[config.mk]
export PLATFORM = sky130hd
export DESIGN_NAME = uart_command_response_link
export DESIGN_NICKNAME = d
export VERILOG_FILES = /design/src/hdl/uart_command_response_link.v /design/src/hdl/byte_mem.v
export VERILOG_INCLUDE_DIRS = /design/src /design/src/hdl
export SDC_FILE = /design/constraint.sdc
export NUM_CORES = 1
export LEC_CHECK = 0
export BUFFER_PORTS_ARGS = -buffer_cell sky130_fd_sc_hd__buf_2
export CAP_MARGIN = 20
export CORE_MARGIN = 3
export CORE_UTILIZATION = 42
export CTS_BUF_LIST = sky130_fd_sc_hd__clkbuf_16
export CTS_CLUSTER_DIAMETER = 40
export CTS_CLUSTER_SIZE = 20
export DETAILED_ROUTE_END_ITERATION = 8
export MAX_ROUTING_LAYER = met4
export PLACE_DENSITY = 0.68
export SYNTH_ARGS = -nofsm -noshare
export SYNTH_HDL_FRONTEND = slang
export SYNTH_SLANG_ARGS = --single-unit
export TNS_END_PERCENT = 1
[constraint.sdc]
create_clock -name ref_clk -period 3.8 [get_ports ref_clk]
set_clock_uncertainty 0.1 [all_clocks]
set_input_delay 0.76 -clock ref_clk [delete_from_list [all_inputs] [get_ports ref_clk]]
set_output_delay 0.76 -clock ref_clk [all_outputs]
set_load 0.01 [all_outputs]
[src/hdl/uart_link_consts.vh]
// Summary of operation
// - frame starts with one low start bit, data sent lsb first
// - optional parity bit follows data, stop bit always high
// - next frame may follow at once or after idle high
// - every frame carries exactly eight data bits
// - one or two stop bits selectable, both ends must agree
// - parity odd, even or none selectable, both ends must agree
// - bit rate at most 128000 baud, within one percent
// - command spans frames, response sent as consecutive frames
// - incomplete command after 15 ms is discarded, error byte sent
// - no response before first command frame received
// - response starts within 5 ms after last command frame
// - whole response finished within 10 ms
`ifndef UART_LINK_CONSTS_VH
`define UART_LINK_CONSTS_VH
`define CLK_HZ 250000000
`define BAUD_MAX 128000
`define BIT_CYCLES 1953
`define HALF_BIT_CYCLES 976
`define DATA_BITS 8
`define CMD_TIMEOUT_MS 15
`define CMD_TIMEOUT_CYCLES (`CMD_TIMEOUT_MS * (`CLK_HZ / 1000))
`define RESP_START_MS 5
`define RESP_START_CYCLES (`RESP_START_MS * (`CLK_HZ / 1000))
`define RESP_LIMIT_MS 10
`define RESP_LIMIT_CYCLES (`RESP_LIMIT_MS * (`CLK_HZ / 1000))
`define ERROR_BYTE 8'hab
`define PAR_NONE 2'h0
`define PAR_ODD 2'h1
`define PAR_EVEN 2'h2
`define REG_CTRL 4'h0
`define REG_STATUS 4'h1
`define REG_MASK 4'h2
`define REG_RXDATA 4'h3
`define REG_TXDATA 4'h4
`define REG_CMD 4'h5
`define CTRL_RESET 8'h00
`define ST_RX 0
`define ST_FRAME_ERR 1
`define ST_TIMEOUT 2
`define ST_TX_DONE 3
`define ST_LATE 4
`endif

[src/hdl/uart_command_response_link.v]
// Decided for this implementation: the plain strobed port and the register addresses.
`timescale 1ns/10ps
`include "uart_link_consts.vh"
module uart_command_response_link #(
  parameter [31:0] cmd_timeout_limit = `CMD_TIMEOUT_CYCLES,
  parameter [31:0] resp_start_limit = `RESP_START_CYCLES,
  parameter [31:0] response_time_limit = `RESP_LIMIT_CYCLES
) (
  input wire ref_clk,
  input wire resetn,
  input wire rxd,
  output reg txd,
  input wire [3:0] addr,
  input wire [7:0] wdata,
  input wire wr,
  input wire rd,
  output reg [7:0] rdata,
  output wire irq
);
  // ctrl: [1:0] parity, [2] two stop bits, [7:4] command length
  reg [7:0] ctrl;
  reg [4:0] status;
  reg [4:0] mask;
  reg [7:0] rx_byte;
  reg [3:0] resp_len;
  reg resp_go;
  wire [1:0] par_mode = ctrl[1:0];
  wire two_stop = ctrl[2];
  wire [3:0] cmd_len = ctrl[7:4];

  // parity bit for a byte under the selected mode
  function par_bit;
    input [7:0] b;
    input [1:0] m;
    begin
      par_bit = (m == `PAR_ODD) ? ~(^b) : (^b);
    end
  endfunction

  // input synchroniser
  reg rx_s1;
  reg rx_s2;
  always @(posedge ref_clk or negedge resetn) begin
    if (!resetn) begin
      rx_s1 <= 1'b1;
      rx_s2 <= 1'b1;
    end else begin
      rx_s1 <= rxd;
      rx_s2 <= rx_s1;
    end
  end

  // receiver
  localparam [4:0] RS_IDLE = 5'h01;
  localparam [4:0] RS_START = 5'h02;
  localparam [4:0] RS_DATA = 5'h04;
  localparam [4:0] RS_PAR = 5'h08;
  localparam [4:0] RS_STOP = 5'h10;
  reg [4:0] rs;
  reg [10:0] rcnt;
  reg [2:0] rbit;
  reg [7:0] rsh;
  reg rpar_ok;
  reg rx_done;
  reg rx_ferr;
  always @(posedge ref_clk or negedge resetn) begin
    if (!resetn) begin
      rs <= RS_IDLE;
      rcnt <= 11'h000;
      rbit <= 3'h0;
      rsh <= 8'h00;
      rpar_ok <= 1'b1;
      rx_done <= 1'b0;
      rx_ferr <= 1'b0;
      rx_byte <= 8'h00;
    end else begin
      rx_done <= 1'b0;
      rx_ferr <= 1'b0;
      if (rcnt != 11'h000) begin
        rcnt <= rcnt - 11'h001;
      end
      case (rs)
        RS_IDLE: begin
          if (!rx_s2) begin
            rs <= RS_START;
            rcnt <= 11'd`HALF_BIT_CYCLES;
          end
        end
        RS_START: begin
          if (rcnt == 11'h000) begin
            if (rx_s2) begin
              rs <= RS_IDLE; // glitch, not a start bit
            end else begin
              rs <= RS_DATA;
              rbit <= 3'h0;
              rcnt <= 11'd`BIT_CYCLES;
            end
          end
        end
        RS_DATA: begin
          if (rcnt == 11'h000) begin
            rsh <= {rx_s2, rsh[7:1]};
            rcnt <= 11'd`BIT_CYCLES;
            rbit <= rbit + 3'h1;
            if (rbit == 3'h7) begin
              rs <= (par_mode == `PAR_NONE) ? RS_STOP : RS_PAR;
            end
          end
        end
        RS_PAR: begin
          if (rcnt == 11'h000) begin
            rpar_ok <= (rx_s2 == par_bit(rsh, par_mode));
            rs <= RS_STOP;
            rcnt <= 11'd`BIT_CYCLES;
          end
        end
        RS_STOP: begin
          if (rcnt == 11'h000) begin
            rs <= RS_IDLE;
            if (rx_s2 && rpar_ok) begin
              rx_done <= 1'b1;
              rx_byte <= rsh;
            end else begin
              rx_ferr <= 1'b1;
            end
            rpar_ok <= 1'b1;
          end
        end
        default: begin
          rs <= RS_IDLE;
        end
      endcase
    end
  end

  // command assembly and timeout
  reg [3:0] rx_cnt;
  reg [31:0] cmd_tmr;
  reg cmd_active;
  reg cmd_done;
  reg cmd_tout;
  always @(posedge ref_clk or negedge resetn) begin
    if (!resetn) begin
      rx_cnt <= 4'h0;
      cmd_tmr <= 32'h0;
      cmd_active <= 1'b0;
      cmd_done <= 1'b0;
      cmd_tout <= 1'b0;
    end else begin
      cmd_done <= 1'b0;
      cmd_tout <= 1'b0;
      if (rx_done) begin
        if (!cmd_active) begin
          cmd_tmr <= 32'h0;
        end
        if (rx_cnt + 4'h1 >= cmd_len) begin
          cmd_done <= 1'b1;
          cmd_active <= 1'b0;
          rx_cnt <= 4'h0;
        end else begin
          cmd_active <= 1'b1;
          rx_cnt <= rx_cnt + 4'h1;
        end
      end else if (cmd_active) begin
        cmd_tmr <= cmd_tmr + 32'h1;
        if (cmd_tmr >= cmd_timeout_limit - 32'h1) begin
          cmd_active <= 1'b0; // queue dropped
          rx_cnt <= 4'h0;
          cmd_tout <= 1'b1;
        end
      end
    end
  end

  // response store
  reg [3:0] tx_idx;
  wire [7:0] mem_q;
  wire mem_we = wr && (addr == `REG_TXDATA);
  reg [3:0] mem_wa;
  byte_mem u_mem (
    .ref_clk(ref_clk),
    .wr_en(mem_we),
    .wr_addr(mem_wa),
    .wr_data(wdata),
    .rd_addr(tx_idx),
    .rd_data(mem_q)
  );

  // response sequencer and transmitter
  localparam [6:0] TS_IDLE = 7'h01;
  localparam [6:0] TS_LOAD = 7'h02;
  localparam [6:0] TS_START = 7'h04;
  localparam [6:0] TS_DATA = 7'h08;
  localparam [6:0] TS_PAR = 7'h10;
  localparam [6:0] TS_STOP = 7'h20;
  localparam [6:0] TS_HOLD = 7'h40;
  reg [6:0] ts;
  reg [10:0] tcnt;
  reg [2:0] tbit;
  reg [7:0] tsh;
  reg stop2;
  reg err_pend;
  reg err_mode;
  reg resp_pend;
  reg [31:0] resp_tmr;
  reg tx_done_ev;
  reg late_ev;
  always @(posedge ref_clk or negedge resetn) begin
    if (!resetn) begin
      ts <= TS_IDLE;
      txd <= 1'b1;
      tcnt <= 11'h000;
      tbit <= 3'h0;
      tsh <= 8'h00;
      stop2 <= 1'b0;
      tx_idx <= 4'h0;
      err_pend <= 1'b0;
      err_mode <= 1'b0;
      resp_pend <= 1'b0;
      resp_tmr <= 32'h0;
      tx_done_ev <= 1'b0;
      late_ev <= 1'b0;
    end else begin
      tx_done_ev <= 1'b0;
      late_ev <= 1'b0;
      if (cmd_tout) begin
        err_pend <= 1'b1;
      end
      if (cmd_done) begin
        resp_pend <= 1'b1;
        resp_tmr <= 32'h0;
      end else if (ts != TS_IDLE || resp_pend) begin
        resp_tmr <= resp_tmr + 32'h1;
      end
      if (resp_pend && ts == TS_IDLE &&
          resp_tmr == resp_start_limit) begin
        late_ev <= 1'b1;
      end
      if (ts != TS_IDLE && !err_mode &&
          resp_tmr == response_time_limit) begin
        late_ev <= 1'b1;
      end
      if (tcnt != 11'h000) begin
        tcnt <= tcnt - 11'h001;
      end
      case (ts)
        TS_IDLE: begin
          txd <= 1'b1;
          if (err_pend && !cmd_tout) begin
            err_pend <= 1'b0;
            err_mode <= 1'b1;
            tsh <= `ERROR_BYTE;
            ts <= TS_START;
          end else if (resp_pend && resp_go && resp_len != 4'h0) begin
            resp_pend <= 1'b0;
            err_mode <= 1'b0;
            ts <= TS_LOAD;
          end
        end
        TS_LOAD: begin
          if (tcnt == 11'h000) begin // memory data trail the index
            tsh <= mem_q;
            ts <= TS_START;
          end
        end
        TS_START: begin
          txd <= 1'b0;
          tcnt <= 11'd`BIT_CYCLES - 11'h001;
          tbit <= 3'h0;
          ts <= TS_DATA;
        end
        TS_DATA: begin
          if (tcnt == 11'h000) begin
            txd <= tsh[tbit];
            tcnt <= 11'd`BIT_CYCLES - 11'h001;
            tbit <= tbit + 3'h1;
            if (tbit == 3'h7) begin
              ts <= (par_mode == `PAR_NONE) ? TS_STOP : TS_PAR;
            end
          end
        end
        TS_PAR: begin
          if (tcnt == 11'h000) begin
            txd <= par_bit(tsh, par_mode);
            tcnt <= 11'd`BIT_CYCLES - 11'h001;
            ts <= TS_STOP;
          end
        end
        TS_STOP: begin
          if (tcnt == 11'h000) begin
            txd <= 1'b1;
            tcnt <= 11'd`BIT_CYCLES - 11'h001;
            stop2 <= two_stop;
            ts <= TS_HOLD;
          end
        end
        TS_HOLD: begin
          // stop bit period, second one if selected
          if (tcnt == 11'h000) begin
            if (stop2) begin
              stop2 <= 1'b0;
              tcnt <= 11'd`BIT_CYCLES - 11'h001;
            end else if (!err_mode && tx_idx + 4'h1 < resp_len) begin
              tx_idx <= tx_idx + 4'h1;
              ts <= TS_LOAD;
              tcnt <= 11'h002;
            end else begin
              ts <= TS_IDLE;
              tx_idx <= 4'h0;
              tx_done_ev <= 1'b1;
            end
          end
        end
        default: begin
          ts <= TS_IDLE;
        end
      endcase
    end
  end

  // software registers, status set wins over clear
  wire [4:0] ev = {late_ev, tx_done_ev, cmd_tout, rx_ferr, rx_done};
  always @(posedge ref_clk or negedge resetn) begin
    if (!resetn) begin
      ctrl <= `CTRL_RESET;
      status <= 5'h00;
      mask <= 5'h00;
      resp_len <= 4'h0;
      resp_go <= 1'b0;
      mem_wa <= 4'h0;
      rdata <= 8'h00;
    end else begin
      if (wr && addr == `REG_STATUS) begin
        status <= (status & ~wdata[4:0]) | ev;
      end else begin
        status <= status | ev;
      end
      if (wr && addr == `REG_CTRL) begin
        ctrl <= wdata;
      end
      if (wr && addr == `REG_MASK) begin
        mask <= wdata[4:0];
      end
      if (mem_we) begin
        mem_wa <= mem_wa + 4'h1;
      end
      // cmd: [3:0] response length, [4] release response
      if (wr && addr == `REG_CMD) begin
        resp_len <= wdata[3:0];
        resp_go <= wdata[4];
        mem_wa <= 4'h0;
      end else if (ts == TS_LOAD && tx_idx == 4'h0) begin
        resp_go <= 1'b0;
      end
      rdata <= 8'h00;
      if (rd) begin
        case (addr)
          `REG_CTRL: rdata <= ctrl;
          `REG_STATUS: rdata <= {3'h0, status};
          `REG_MASK: rdata <= {3'h0, mask};
          `REG_RXDATA: rdata <= rx_byte;
          `REG_CMD: rdata <= {2'h0, resp_pend, resp_go, resp_len};
          default: rdata <= 8'h00;
        endcase
      end
    end
  end

  assign irq = |(status & mask);
endmodule // uart_command_response_link

[src/hdl/byte_mem.v]
`timescale 1ns/10ps
// small response store, registered read data
module byte_mem (
  input wire ref_clk,
  input wire wr_en,
  input wire [3:0] wr_addr,
  input wire [7:0] wr_data,
  input wire [3:0] rd_addr,
  output reg [7:0] rd_data
);
  reg [7:0] mem [0:15];
  // write port
  always @(posedge ref_clk) begin
    if (wr_en) begin
      mem[wr_addr] <= wr_data;
    end
  end
  // registered read
  always @(posedge ref_clk) begin
    rd_data <= mem[rd_addr];
  end
endmodule // byte_mem

==> impl_results.rst <==
.. list-table::
   :header-rows: 1

   * - Metric
     - Value
   * - Result of the run
     - complete, no violations
   * - Worst IR Drop VDD
     - 0.441 mV
   * - Area of all placed cells without fillers
     - 17100 um2
   * - Die X-Extent
     - 194 um
   * - Critical path startpoint category
     - flip-flop
   * - Summed negative setup slack over all endpoints
     - 0 ns
   * - N_diodes
     - 0
   * - Drt first-iter violations
     - 623
   * - Min Tclk post-route
     - 3.18 ns
   * - Main flop type after synthesis
     - dfrtp_1
   * - Worst slew slack as a fraction of its limit
     - 0.404
   * - Total wirelength of the detailed-routed design
     - 30400 um
   * - RSZ-0062 raised after global routing
     - no
   * - Site Rows
     - 68
   * - Share of the yosys chip area belonging to registers
     - 0.585
   * - Initial antenna violation count
     - 0
   * - Endpoints failing setup
     - 0
   * - Overflow left after global routing
     - 0
   * - Critical Setup Path Class
     - reg2reg
   * - Final ANT Viol Nets
     - 0
   * - Worst path slowest cell
     - or4b_1
   * - Delay of the slowest cell on the worst path
     - 0.57 ns
   * - Leak pwr
     - 6.93 nW
   * - Data arrival at the endpoint of the critical path
     - 3.59 ns
   * - Routed len/inst
     - 17.6 um
   * - Class of the tightest hold or removal check
     - in2async
   * - Total power density per cell area
     - 506 nW/um2
   * - Syn. warnings
     - 0
   * - Overall power consumption
     - 0.00863 W
   * - Effective utilization at floorplan
     - 0.428
   * - Nature of the critical path endpoint
     - flip-flop
   * - DRT Pass-1 Iters
     - 5
   * - Reg2Reg Depth
     - 7
   * - Number of buffers inserted by port buffering
     - 26
   * - Final Hold Violating Endpoints
     - 0
   * - Worst-path cell chain
     - inv_1 -> ha_1 -> nand4_1 -> nor2_1 -> or4b_1 -> or3_1 -> a21oi_1
   * - Post-Synthesis Net Count
     - 1238
   * - CTS tree
     - done
   * - First-pass GRT wire length
     - 50600 um
   * - Number of enable-type register cells in the synthesized netlist
     - 128
   * - DP Wirelength
     - 20000 um
   * - Number of storage elements in the synthesis netlist
     - 322
   * - Minimum setup slack among reg-to-reg paths
     - 0.62 ns
   * - Max Cap Viol
     - 0
   * - Core area
     - 34600 um2
   * - Clock sinks
     - 322
   * - Required arrival time at the worst endpoint
     - 4.21 ns
   * - Post-route DRC violation count
     - 0
   * - Ports
     - 27
   * - Number of vias per cell after detailed routing
     - 5.50
   * - Area of the mapped netlist
     - 14800 um2
   * - Tightest Pin Transition
     - 0.894 ns
   * - CTS clock-pin slew for the worst setup and hold paths
     - 0.06 ns
   * - Post-Syn Instances
     - 1194
   * - Hold-fix buffers, CTS
     - 0
   * - Routability congestion estimate
     - 0.814
   * - DIE AREA
     - 37600 um2
   * - Total CTS buffers
     - 45
   * - Buffer depth of the longest clock path
     - 3
   * - Final hold slack
     - 0.212 ns
   * - Cell area after placement
     - 15500 um2
   * - Detailed-route via count
     - 9531
   * - Clock latency reported for the late side of the worst-skew pair
     - 0.60 ns
   * - Async set-reset flop share out of synthesis
     - 0.578
   * - Worst-path maximum fanout
     - 13
   * - Vias in the first global route
     - 9512
   * - Cell at the root of the clock tree
     - clkbuf_16
   * - Maximum number of pins on one net before global-route repair
     - 110
   * - Number of resized instances in the post-cts repair step
     - 0
   * - Startpoint of the worst register-to-register path
     - rx_done$_DFF_PN0_
   * - Area added between synthesis and finish
     - 15.1%
   * - Final period utilization
     - 0.836
   * - Total count of max-transition violations in the final report
     - 0
   * - GR Util All Layers
     - 0.169
   * - Number of buffers inserted to repair setup after CTS
     - 0
   * - Nets@finish
     - 1285
   * - H-tree Lvls
     - 2
   * - Mapped Avg Cell Area
     - 12.4 um2
   * - RR Endpoint
     - cmd_tmr[31]$_DFFE_PN0P_
   * - Achievable frequency
     - 315 MHz
   * - Synth unique cells
     - 72
   * - Die boundary height
     - 194 um
   * - Proportion of layout cells with a drive suffix above 1
     - 0.189
per-layer routing:
layer	routed length, um	track usage	vias up	share of wire
met4	602	0.0468	0	0.020
met1	14100	0.235	4759	0.46
li1	-	-	4518	-
met5	0	-	-	0
met3	1400	0.0309	49	0.046
met2	14300	0.257	205	0.47
per-stage QoR:
stage	instances	util	setup WS (ns)
after floorplan	1194	-	0.731
after global placement	1649	0.448	0.754
after detailed placement	1649	0.448	0.694
after CTS	1733	0.493	0.652
after global routing	1733	0.493	0.336
final	1733	0.493	0.623
worst max-delay path: cells and delay by family, from the launching register on:
| kind | cells | cell delay, ns |
|---|---|---|
| compound gates | 1 | 0.15 |
| fa+ha+maj | 1 | 0.51 |
| buf+inv | 1 | 0.16 |
| flops | 1 | 0.51 |
| simple gates | 4 | 1.66 |
worst max path at each step:
| stage | depth (start not counted) | end | start | slack (ns) |
|---|---|---|---|---|
| after floorplan | 10 | tcnt[1]$_DFF_PN0_ | tx_idx[0]$_DFFE_PN0P_ | 0.73 |
| after global placement | 7 | cmd_tmr[31]$_DFFE_PN0P_ | rx_done$_DFF_PN0_ | 0.75 |
| after CTS | 7 | cmd_tmr[31]$_DFFE_PN0P_ | rx_done$_DFF_PN0_ | 0.65 |
| final | 7 | cmd_tmr[31]$_DFFE_PN0P_ | rx_done$_DFF_PN0_ | 0.62 |
| after global routing | 7 | cmd_tmr[31]$_DFFE_PN0P_ | rx_done$_DFF_PN0_ | 0.34 |
| after detailed placement | 7 | cmd_tmr[31]$_DFFE_PN0P_ | rx_done$_DFF_PN0_ | 0.69 |
sequential cells by signal (all words and copies together), names as in the netlist, 11 cells and up:
name,cells
cmd_tmr,32
u_mem.mem,128
rcnt,11
tcnt,11
resp_tmr,32
layout make-up:
class | instances | area, um2
Fill cell | 2988 | 17600
Inverter | 40 | 150
Sequential cell | 322 | 8670
Multi-Input combinational cell | 785 | 5810
Clock buffer | 45 | 1130
Timing Repair Buffer | 47 | 309
Tap cell | 455 | 569
Clock inverter | 39 | 427
cell usage after synthesis, types with 3 or more instances:
master	number	area (um2)
nand2b_1	9	56.3
a21oi_1	39	195
or3b_2	5	43.8
mux2_2	48	541
dfrtp_1	180	4500
nand3_1	38	190
dfstp_2	6	158
mux4_2	42	946
a22oi_1	10	75.1
or3_1	12	75.1
dfxtp_1	8	160
buf_1	6	22.5
a31o_2	3	26.3
a222oi_1	7	70.1
xor2_1	39	342
or4b_1	3	30.0
or4_1	5	37.5
a31oi_1	4	25.0
buf_2	4	20.0
nor2_1	123	462
xnor2_1	32	280
a21o_1	7	52.6
edfxtp_1	128	3840
and2_1	10	62.6
o21ai_0	41	205
inv_1	40	150
clkbuf_1	35	131
nor4b_1	5	43.8
nand4_1	18	113
nand4b_1	8	70.1
nand3b_1	6	45.0
o2bb2ai_1	5	43.8
a22o_1	9	78.8
nor4_1	24	150
ha_1	27	338
nand2_1	73	274
nor3b_1	9	67.6
o22ai_1	3	18.8
nor3_1	36	180
o211ai_1	3	22.5
nor2b_1	22	138
and3_1	20	125
layout by cell type (no fill, tap or decap), types with 22 or more instances in the layout:
cell type  instances
dfrtp_1          179
edfxtp_1         128
nor2_1           123
nand2_1           73
mux2_2            48
clkbuf_16         45
mux4_2            42
inv_1             41
o21ai_0           41
xor2_1            39
a21oi_1           39
nand3_1           38
nor3_1            36
xnor2_1           32
ha_1              27
buf_2             25
nor4_1            24
nor2b_1           22
where the power goes:
group / internal (W) / leakage, nW / switching [W]
combinational: 0.000243 / 2.47 / 0.000336
sequential: 0.00374 / 3.72 / 0.000125
clock: 0.00233 / 0.747 / 0.00185
kinds of logic after synthesis:
| kind of cell | share of synthesized area |
|---|---|
| AOI/OAI and AO/OA | 0.0692 |
| DFF | 0.585 |
| and+or+nand+nor | 0.155 |
| xor gates and xnor gates | 0.0435 |
| buffers and inverters | 0.0231 |
| adders and majority gates | 0.0228 |
| muxes | 0.102 |
Note: power is estimated with default switching activity, not from simulation.
